File: config.mk
export PLATFORM = sky130hd
export DESIGN_NAME = rwu_top
export DESIGN_NICKNAME = d
export VERILOG_FILES = /design/src/rwu_pkg.sv /design/src/rwu_top.sv
export SDC_FILE = /design/constraint.sdc
export NUM_CORES = 1
export LEC_CHECK = 0
export BUFFER_PORTS_ARGS = -buffer_cell sky130_fd_sc_hd__buf_2
export CAP_MARGIN = 15
export CORE_MARGIN = 3
export CORE_UTILIZATION = 51
export CTS_CLUSTER_SIZE = 30
export DETAILED_ROUTE_END_ITERATION = 6
export GPL_TIMING_DRIVEN = 0
export PLACE_DENSITY = 0.69
export SKIP_CTS_REPAIR_TIMING = 1
export SLEW_MARGIN = 25
export SYNTH_ARGS = -nofsm -noshare
export SYNTH_HDL_FRONTEND = slang
export SYNTH_SLANG_ARGS = --single-unit
File: constraint.sdc
create_clock -name MCLK -period 3 [get_ports MCLK]
set_input_delay 0.15 -clock MCLK [delete_from_list [all_inputs] [get_ports MCLK]]
set_output_delay 0.15 -clock MCLK [all_outputs]
set_load 0.02 [all_outputs]
File: src/rwu_pkg.sv
// constants and types for the reset and watchdog unit
// What this block does
// - reset fuse at 1 makes pin external reset
// - power-up sets reset latch, clears delay timer
// - delay timer starts once reset pin high
// - delay timer on own RC tick, core held
// - power-on long delay; later resets mode-dependent
// - sleep watchdog timeout also runs delay timer
// - four sources: power, pin, watchdog, pin-change
// - watchdog on own RC tick, runs in sleep
// - watchdog timeout gives full device reset
// - watchdog reset clears timeout flag bit 4
// - watchdog fuse at 0 disables watchdog
// - watchdog nominal 18 ms, prescaled longer
// - option register assigns prescaler up to 1:128
// - clear instruction clears watchdog and prescaler
// - power-down instruction clears watchdog and prescaler
// - sleep wake flags: wdt 000, pin 010, change 110
// - power-up 011; wdt clears two; pin clears wake
// - flags hold until reset or power-down; pin pulse alone ignored
// - power-down sets timeout flag, clears power-down flag
// - bit 7 set only after pin-change wake
package rwu_pkg;
    localparam int CLK_NS = 8;
    localparam int RC_TICK_NS = 1000;
    localparam int RC_TICK_CYC = (RC_TICK_NS + CLK_NS - 1) / CLK_NS;
    localparam int DRT_LONG_MS = 18;
    localparam int DRT_SHORT_US = 10;
    localparam int WDT_MS = 18;
    localparam logic [15:0] DRT_LONG_TICKS_DEF =
        16'(DRT_LONG_MS * 1000000 / RC_TICK_NS);
    localparam logic [15:0] DRT_SHORT_TICKS =
        16'(DRT_SHORT_US * 1000 / RC_TICK_NS);
    localparam logic [15:0] WDT_TICKS_DEF = 16'(WDT_MS * 1000000 / RC_TICK_NS);
    localparam int REG_ADDR_W = 2;
    localparam logic [1:0] OPTION_OFS = 2'h0;
    localparam logic [1:0] FLAGS_OFS = 2'h1;
    localparam logic [7:0] OPTION_RST = 8'hFF;
    localparam int PSA_BIT = 3;
    localparam int WAKE_BIT = 7;
    localparam int TO_BIT = 4;
    localparam int PD_BIT = 3;
    typedef enum logic [2:0] {
        INTERNAL_OSC_MODE = 3'b000,
        EXTERNAL_RC_MODE = 3'b001,
        HIGH_SPEED_CRYSTAL_MODE = 3'b010,
        STANDARD_CRYSTAL_MODE = 3'b011,
        LOW_POWER_CRYSTAL_MODE = 3'b100,
        EXTERNAL_CLOCK_MODE = 3'b101
    } rwu_osc_type;
    typedef enum logic [1:0] {
        ST_HOLD = 2'b00,
        ST_DELAY = 2'b01,
        ST_RUN = 2'b10,
        ST_SLEEP = 2'b11
    } rwu_state_type;
endpackage : rwu_pkg

File: src/rwu_top.sv
// reset sequencer, delay timer and watchdog with reset-cause flags
//
// The placing of the registers and the strobed register port were left to the implementer.
`timescale 1ns/1ps
`default_nettype none
module rwu_top #(
    parameter logic [15:0] DRT_LONG_TICKS = rwu_pkg::DRT_LONG_TICKS_DEF,
    parameter logic [15:0] WDT_TICKS = rwu_pkg::WDT_TICKS_DEF
) (
    input wire logic MCLK,
    input wire logic SYS_RST,
    input wire logic EXTERNAL_RESET_PIN_N,
    input wire logic RESET_PIN_FUSE,
    input wire logic WATCHDOG_ENABLE_FUSE,
    input wire rwu_pkg::rwu_osc_type OSC_MODE,
    input wire logic WATCHDOG_CLEAR_INSTR,
    input wire logic POWERDOWN_INSTR,
    input wire logic PIN_CHANGE_WAKE,
    input wire logic [rwu_pkg::REG_ADDR_W-1:0] REG_ADDR,
    input wire logic [7:0] REG_WDATA,
    input wire logic REG_WR,
    input wire logic REG_RD,
    output logic [7:0] REG_RDATA,
    output logic [7:0] OPTION_OUT,
    output logic CORE_RESET,
    output logic SLEEP_MODE,
    output logic PIN_GP_IN
);
    import rwu_pkg::*;

    function automatic logic [6:0] ps_mask(input logic [2:0] rate);
        ps_mask = 7'((8'h01 << rate) - 8'h01);
    endfunction : ps_mask

    rwu_state_type state_r;
    rwu_state_type state_nxt;
    logic pin_s1_r;
    logic pin_s2_r;
    logic ext_rst_n;
    logic [7:0] rc_div_r;
    logic rc_tick;
    logic [15:0] drt_cnt_r;
    logic [15:0] drt_term;
    logic drt_done;
    logic por_r;
    logic [6:0] pre_r;
    logic [15:0] wdt_cnt_r;
    logic wdt_run;
    logic wdt_clr;
    logic wdt_step;
    logic wdt_to;
    logic [7:0] option_r;
    logic wake_r;
    logic timeout_flag_n_r;
    logic powerdown_flag_n_r;
    logic awake;
    logic pin_evt;
    logic wdt_evt;
    logic change_evt;
    logic sleep_evt;
    logic any_evt;
    logic long_mode;

    // reset pin crosses into MCLK here
    always_ff @(posedge MCLK) begin
        if (SYS_RST) begin
            pin_s1_r <= 1'b1;
            pin_s2_r <= 1'b1;
        end else begin
            pin_s1_r <= EXTERNAL_RESET_PIN_N;
            pin_s2_r <= pin_s1_r;
        end
    end

    assign ext_rst_n = RESET_PIN_FUSE ? pin_s2_r : 1'b1;

    always_ff @(posedge MCLK) begin
        if (SYS_RST) begin
            PIN_GP_IN <= 1'b0;
        end else begin
            PIN_GP_IN <= RESET_PIN_FUSE ? 1'b0 : pin_s2_r;
        end
    end

    // RC oscillator stand-in, free running
    always_ff @(posedge MCLK) begin
        if (SYS_RST) begin
            rc_div_r <= 8'h00;
        end else if (rc_div_r == 8'(RC_TICK_CYC - 1)) begin
            rc_div_r <= 8'h00;
        end else begin
            rc_div_r <= rc_div_r + 8'h01;
        end
    end

    assign rc_tick = (rc_div_r == 8'(RC_TICK_CYC - 1));

    assign awake = (state_r == ST_RUN) || (state_r == ST_SLEEP);
    assign pin_evt = awake && !ext_rst_n;
    assign wdt_evt = awake && wdt_to;
    assign change_evt = (state_r == ST_SLEEP) && PIN_CHANGE_WAKE;
    assign sleep_evt = (state_r == ST_RUN) && POWERDOWN_INSTR;
    assign any_evt = pin_evt || wdt_evt || change_evt || sleep_evt;

    assign long_mode = por_r ||
                       (OSC_MODE == HIGH_SPEED_CRYSTAL_MODE) ||
                       (OSC_MODE == STANDARD_CRYSTAL_MODE) ||
                       (OSC_MODE == LOW_POWER_CRYSTAL_MODE);
    assign drt_term = long_mode ? DRT_LONG_TICKS : DRT_SHORT_TICKS;
    assign drt_done = (state_r == ST_DELAY) && ext_rst_n && rc_tick &&
                      (drt_cnt_r == drt_term - 16'h0001);

    always_comb begin
        state_nxt = state_r;
        unique case (state_r)
            ST_HOLD: begin
                if (ext_rst_n) begin
                    state_nxt = ST_DELAY;
                end
            end
            ST_DELAY: begin
                if (!ext_rst_n) begin
                    state_nxt = ST_HOLD;
                end else if (drt_done) begin
                    state_nxt = ST_RUN;
                end
            end
            ST_RUN: begin
                if (pin_evt || wdt_evt) begin
                    state_nxt = ST_HOLD;
                end else if (POWERDOWN_INSTR) begin
                    state_nxt = ST_SLEEP;
                end
            end
            ST_SLEEP: begin
                if (pin_evt || wdt_evt || change_evt) begin
                    state_nxt = ST_HOLD;
                end
            end
        endcase
    end

    always_ff @(posedge MCLK) begin
        if (SYS_RST) begin
            state_r <= ST_HOLD;
            CORE_RESET <= 1'b1;
            SLEEP_MODE <= 1'b0;
        end else begin
            state_r <= state_nxt;
            CORE_RESET <= (state_nxt == ST_HOLD) ||
                          (state_nxt == ST_DELAY);
            SLEEP_MODE <= (state_nxt == ST_SLEEP);
        end
    end

    // power-on marker picks the long delay once
    always_ff @(posedge MCLK) begin
        if (SYS_RST) begin
            por_r <= 1'b1;
        end else if (drt_done) begin
            por_r <= 1'b0;
        end
    end

    // delay timer counts RC ticks only in the delay state
    always_ff @(posedge MCLK) begin
        if (SYS_RST) begin
            drt_cnt_r <= 16'h0000;
        end else if (state_r != ST_DELAY || !ext_rst_n || drt_done) begin
            drt_cnt_r <= 16'h0000;
        end else if (rc_tick) begin
            drt_cnt_r <= drt_cnt_r + 16'h0001;
        end
    end

    assign wdt_run = WATCHDOG_ENABLE_FUSE && awake;
    assign wdt_clr = !wdt_run ||
                     ((state_r == ST_RUN) && WATCHDOG_CLEAR_INSTR) ||
                     sleep_evt;
    assign wdt_step = rc_tick && (!option_r[PSA_BIT] ||
                      pre_r == ps_mask(option_r[2:0]));
    assign wdt_to = wdt_run && !wdt_clr && wdt_step &&
                    (wdt_cnt_r == WDT_TICKS - 16'h0001);

    // prescaler only runs while assigned to the watchdog
    always_ff @(posedge MCLK) begin
        if (SYS_RST) begin
            pre_r <= 7'h00;
        end else if (wdt_clr || !option_r[PSA_BIT]) begin
            pre_r <= 7'h00;
        end else if (rc_tick) begin
            if (pre_r == ps_mask(option_r[2:0])) begin
                pre_r <= 7'h00;
            end else begin
                pre_r <= pre_r + 7'h01;
            end
        end
    end

    always_ff @(posedge MCLK) begin
        if (SYS_RST) begin
            wdt_cnt_r <= 16'h0000;
        end else if (wdt_clr || wdt_to) begin
            wdt_cnt_r <= 16'h0000;
        end else if (wdt_step) begin
            wdt_cnt_r <= wdt_cnt_r + 16'h0001;
        end
    end

    // option register, write-only, back to all ones on any reset
    always_ff @(posedge MCLK) begin
        if (SYS_RST) begin
            option_r <= OPTION_RST;
        end else if (pin_evt || wdt_evt || change_evt) begin
            option_r <= OPTION_RST;
        end else if (REG_WR && REG_ADDR == OPTION_OFS &&
                     state_r == ST_RUN) begin
            option_r <= REG_WDATA;
        end
    end

    always_ff @(posedge MCLK) begin
        if (SYS_RST) begin
            OPTION_OUT <= OPTION_RST;
        end else begin
            OPTION_OUT <= option_r;
        end
    end

    // reset-cause flags, changed only by reset events and power-down
    always_ff @(posedge MCLK) begin
        if (SYS_RST) begin
            wake_r <= 1'b0;
            timeout_flag_n_r <= 1'b1;
            powerdown_flag_n_r <= 1'b1;
        end else if (pin_evt) begin
            wake_r <= 1'b0;
            if (state_r == ST_SLEEP) begin
                timeout_flag_n_r <= 1'b1;
                powerdown_flag_n_r <= 1'b0;
            end
        end else if (wdt_evt) begin
            wake_r <= 1'b0;
            timeout_flag_n_r <= 1'b0;
            if (state_r == ST_SLEEP) begin
                powerdown_flag_n_r <= 1'b0;
            end
        end else if (change_evt) begin
            wake_r <= 1'b1;
            timeout_flag_n_r <= 1'b1;
            powerdown_flag_n_r <= 1'b0;
        end else if (sleep_evt) begin
            timeout_flag_n_r <= 1'b1;
            powerdown_flag_n_r <= 1'b0;
        end
    end

    always_ff @(posedge MCLK) begin
        if (SYS_RST) begin
            REG_RDATA <= 8'h00;
        end else if (REG_RD && REG_ADDR == FLAGS_OFS) begin
            REG_RDATA <= 8'h00;
            REG_RDATA[WAKE_BIT] <= wake_r;
            REG_RDATA[TO_BIT] <= timeout_flag_n_r;
            REG_RDATA[PD_BIT] <= powerdown_flag_n_r;
        end else begin
            REG_RDATA <= 8'h00;
        end
    end

    chk_por_values: assert property (
        @(posedge MCLK) SYS_RST |=> CORE_RESET && drt_cnt_r == 16'h0000
            && !wake_r && timeout_flag_n_r && powerdown_flag_n_r)
        else $error("power-up state wrong");

    chk_hold_pin_low: assert property (
        @(posedge MCLK) disable iff (SYS_RST)
        (!ext_rst_n && !awake) |=> CORE_RESET && drt_cnt_r == 16'h0000)
        else $error("delay ran while reset pin low");

    chk_release_cause: assert property (
        @(posedge MCLK) disable iff (SYS_RST)
        $fell(CORE_RESET) |-> $past(drt_done))
        else $error("core released without delay expiry");

    chk_fuse_ignores_pin: assert property (
        @(posedge MCLK) disable iff (SYS_RST)
        (!RESET_PIN_FUSE && state_r == ST_RUN && !wdt_to)
            |=> state_r != ST_HOLD)
        else $error("pin reset while fuse programmed");

    chk_wdt_disabled: assert property (
        @(posedge MCLK) disable iff (SYS_RST)
        !WATCHDOG_ENABLE_FUSE |-> !wdt_to && wdt_cnt_r == 16'h0000)
        else $error("watchdog active while disabled");

    chk_wdt_reset_flag: assert property (
        @(posedge MCLK) disable iff (SYS_RST)
        (wdt_evt && ext_rst_n) |=> !timeout_flag_n_r && !wake_r
            && state_r == ST_HOLD ##1 CORE_RESET)
        else $error("watchdog reset not flagged");

    chk_sleep_flags: assert property (
        @(posedge MCLK) disable iff (SYS_RST)
        (sleep_evt && !pin_evt) |=> timeout_flag_n_r && !powerdown_flag_n_r
            && wdt_cnt_r == 16'h0000)
        else $error("power-down flags wrong");

    chk_change_wake: assert property (
        @(posedge MCLK) disable iff (SYS_RST)
        (change_evt && !pin_evt && !wdt_evt) |=> wake_r
            && timeout_flag_n_r && !powerdown_flag_n_r)
        else $error("pin-change wake flags wrong");

    chk_clear_wdt: assert property (
        @(posedge MCLK) disable iff (SYS_RST)
        (state_r == ST_RUN && WATCHDOG_CLEAR_INSTR)
            |=> wdt_cnt_r == 16'h0000 && pre_r == 7'h00)
        else $error("watchdog clear failed");

    chk_flags_hold: assert property (
        @(posedge MCLK) disable iff (SYS_RST)
        !any_evt |=> $stable({wake_r, timeout_flag_n_r,
            powerdown_flag_n_r}))
        else $error("flags changed without reset");

    chk_read_slot: assert property (
        @(posedge MCLK) disable iff (SYS_RST)
        !REG_RD |=> REG_RDATA == 8'h00)
        else $error("read data outside read slot");

    chk_pin_run_flags: assert property (
        @(posedge MCLK) disable iff (SYS_RST)
        (pin_evt && state_r == ST_RUN) |=> !wake_r
            && $stable({timeout_flag_n_r, powerdown_flag_n_r}))
        else $error("pin reset changed timeout flags");

    chk_pin_sleep_flags: assert property (
        @(posedge MCLK) disable iff (SYS_RST)
        (pin_evt && state_r == ST_SLEEP) |=> !wake_r
            && timeout_flag_n_r && !powerdown_flag_n_r)
        else $error("pin wake flags wrong");

    chk_wdt_sleep_flags: assert property (
        @(posedge MCLK) disable iff (SYS_RST)
        (wdt_evt && ext_rst_n && state_r == ST_SLEEP) |=> !wake_r
            && !timeout_flag_n_r && !powerdown_flag_n_r)
        else $error("watchdog wake flags wrong");

    chk_wdt_run_pd: assert property (
        @(posedge MCLK) disable iff (SYS_RST)
        (wdt_evt && ext_rst_n && state_r == ST_RUN)
            |=> $stable(powerdown_flag_n_r))
        else $error("watchdog reset changed power-down flag");

    chk_sleep_entry: assert property (
        @(posedge MCLK) disable iff (SYS_RST)
        (sleep_evt && !pin_evt) |=> SLEEP_MODE && pre_r == 7'h00)
        else $error("sleep entry wrong");

    chk_direct_step: assert property (
        @(posedge MCLK) disable iff (SYS_RST)
        (rc_tick && !option_r[PSA_BIT] && !wdt_clr && !wdt_to)
            |=> wdt_cnt_r == $past(wdt_cnt_r) + 16'h0001)
        else $error("watchdog missed a tick");

    chk_prescale_gap: assert property (
        @(posedge MCLK) disable iff (SYS_RST)
        (rc_tick && option_r[PSA_BIT] && !wdt_clr
            && pre_r != ps_mask(option_r[2:0])) |=> $stable(wdt_cnt_r))
        else $error("watchdog stepped inside prescaler period");

    chk_option_write: assert property (
        @(posedge MCLK) disable iff (SYS_RST)
        (REG_WR && REG_ADDR == OPTION_OFS && state_r == ST_RUN
            && !pin_evt && !wdt_evt) |=> option_r == $past(REG_WDATA))
        else $error("option write lost");

    chk_option_reset: assert property (
        @(posedge MCLK) disable iff (SYS_RST)
        (pin_evt || wdt_evt || change_evt) |=> option_r == OPTION_RST)
        else $error("option not reset");

    chk_gp_input: assert property (
        @(posedge MCLK) disable iff (SYS_RST)
        RESET_PIN_FUSE |=> !PIN_GP_IN)
        else $error("pin input seen while reset function on");

endmodule : rwu_top
`default_nettype wire

==> reports/metrics.yaml <==
timing:
  worst_slack_ns: 0.390
  finalHoldViolCount: 0
  hold_slack_ns: 0.0192
  setup_viol: 0
  slew_violations: 0
  min_period_ns: 2.61
  period_share_pct: 87.0
  fmax_mhz: 383
  maxSlewHeadroom_pct: 48.8
  rsz0062_at_grt: "no"
  timing.setup.tns_ns: 0
  finClkSkew_ns: 0.0120
  worstMarginPinSlew_ns: 0.758
run_status:
  status: "finished, final reports clean"
logic_synthesis:
  synth-edff-count: 0
  synth_common_cells: "dfxtp_1, nor2_1, nand2_1, a21oi_1, nand3_1"
  async_reset_ff_share_pct: 0
  yosys.area.top_type: "dfxtp_1"
  syn_inst: 397
  synth.yosys.seq_area_share_pct: 44.3
  yosys-mux-area-fraction_pct: 2.91
  synth_top_area_share_pct: 44.3
  synth_most_common_cell: "dfxtp_1"
  yosys.area_share.simple_pct: 27.9
  synth_warnings: 0
  synth_seq_cells: 77
  syn_area_sq_um: 3480
  synth_ff_type: "dfxtp_1"
  synth_area_leaders: "dfxtp_1, nor2_1, xor2_1"
  synth_top_family_by_area: "simple AND/OR/NAND/NOR gates"
  synth_xor_area_share_pct: 7.80
  synth.distinct_cells: 51
  synth_compound_area_share_pct: 10.8
  synth.avg_cell_area_sq_um: 8.76
  synth_fa_ha_area_share_pct: 1.80
cells_and_area:
  fin_cells: 532
  nets: 478
  diodes: 0
  areaGrowthSynthToFinish_pct: 16.1
  drive_gt1_share_pct: 18.2
detailed_routing:
  first_pass_iters: 4
  drc: 0
  final_antenna_net_count: 0
  routed_wl_mm: 6.95
  drtIter0Drc: 128
  wl_per_cell_um: 13.1
  via_count: 2878
  vias_per_cell: 5.41
floorplan:
  fp.dieH_um: 88.6
  io_pins: 42
  rows: 29
  die_area_sq_um: 7850
  start_util_pct: 53.6
  coreArea_sq_um: 6490
  die_x_um: 88.6
grt:
  grt_pass1_wl_mm: 11.7
  antenna_found_initial: 0
  grt_max_degree: 14
  grt-ovfl-total: 0
  gr-usage-all-layers_pct: 18.8
  first_global_vias: 2524
setup_path:
  criticalPathCategory: "reg2reg"
  endpoint_kind: "register"
  required_ns: 3.24
  critical_path_arrival_ns: 2.85
  path_max_fanout: 10
  start_kind: "register"
power_and_ir_drop:
  p_per_area_nw_per_um2: 500
  p_leak_nw: 1.49
  vdd_drop_max_mv: 0.320
clocking:
  htreeDepth: 3
  clk_pin_slew_ns: 0.08
  numCtsBuffers: 9
  cts_buffer_depth: 2
  cts_tree: "yes"
  cts_root_buffer: "clkbuf_8"
  cts.sinks: 77
  clk_latency_ns: 0.35
placed_design:
  place_ws_ns: 0.232
  hpwlAfterDp_mm: 5.04
  gp_congestion: 0.842
  numPortBuffers: 36
  dpl.cell_count: 514
job:
  cap_violations: 0
worst_hold_path:
  hp-class: "in2reg"
==> worst paths after layout <==
check / endpoint / cells past startpoint / slack, ns / startpoint
worst max-delay path: timeout_flag_n_r / 11 / 0.39 / rc_div_r[0]
worst min-delay path: option_r[0] / 3 / 0.02 / REG_WDATA[0]
worst max register to register: timeout_flag_n_r / 11 / 0.39 / rc_div_r[0]
worst min register to register: pin_s2_r / 1 / 0.42 / pin_s1_r
==> cell usage in the layout (no fill, tap or decap), types with 4 or more instances in the layout <==
cell and n:
a211oi_1 6, a21oi_1 18, a31o_2 4, and3_1 9
and4_1 4, buf_2 37, buf_4 7, clkbuf_1 9
clkbuf_8 12, conb_1 5, dfxtp_1 77, ha_1 5
inv_1 9, mux2i_1 9, nand2_1 34, nand3_1 18
nand4_1 13, nor2_1 51, nor2b_1 5, nor3_1 5
nor4_1 4, o211ai_1 4, o21ai_0 9, or2_2 11
or3_1 12, or4_1 6, xnor2_1 14, xor2_1 17
==> cell families (layout without fill, tap and decap cells) <==
kind of cell / after synthesis / in the layout
DFF: 77 / 77
adders and majority gates: 5 / 5
and+or+nand+nor: 187 / 187
other: 1 / 5
xor gates and xnor gates: 31 / 31
buffers and inverters: 29 / 83
muxes: 10 / 10
AOI/OAI and AO/OA: 57 / 57
==> per-layer routing <==
| layer | up-vias | wire length [um] | track usage [%] |
|---|---|---|---|
| met5 | - | 0 | 0 |
| met2 | 47 | 3190 | 29.8 |
| met3 | 4 | 246 | 4.84 |
| li1 | 1497 | - | - |
| met4 | 0 | 61 | 6.18 |
| met1 | 1330 | 3450 | 25.2 |
==> flip-flops by register name, indices dropped and copies added, names as in the netlist, 2 cells and up <==
signal	cells
wdt_cnt_r	16
state_r	2
option_r	8
rc_div_r	8
REG_RDATA	3
OPTION_OUT	8
pre_r	7
drt_cnt_r	16
==> per-stage QoR <==
| stage | power (mW) | util (%) | instance area, sq um |
|---|---|---|---|
| detailed placement | 1.12 | 58.1 | 3770 |
| global placement | 1.12 | 58.1 | 3770 |
| CTS | 2.04 | 61.8 | 4010 |
| floorplan | 1.10 | - | 3490 |
| finish | 2.02 | 62.2 | 4040 |
| global route | 2.09 | 62.2 | 4040 |
==> worst max-delay path, stage by stage, from the launching register on <==
cell and delay (ns):
dfxtp_1 0.42, inv_1 0.07, ha_1 0.20, nor2b_1 0.14, and3_1 0.17, clkbuf_1 0.20, o41a_2 0.21, o21ai_2 0.09
buf_6 0.15, clkbuf_1 0.41, o21ai_0 0.19, a31o_2 0.25
==> report_power, final <==
part	leakage, nW	total (mW)	switching [mW]	internal [mW]
Clock	0.123	0.917	0.375	0.541
Sequential	0.623	1.03	0.00536	1.03
Combinational	0.742	0.0678	0.0383	0.0295
==> area by class of cell <==
class,count,area [sq um]
plain buffers,20,118
clock buffers,12,165
clock inverters,4,77.6
fillers,581,2460
inverters,9,33.8
multi-input cells,295,1810
flip-flops and latches,77,1540
well taps,77,96.3
repair buffers,38,200
Note: power is estimated with default switching activity, not from simulation.
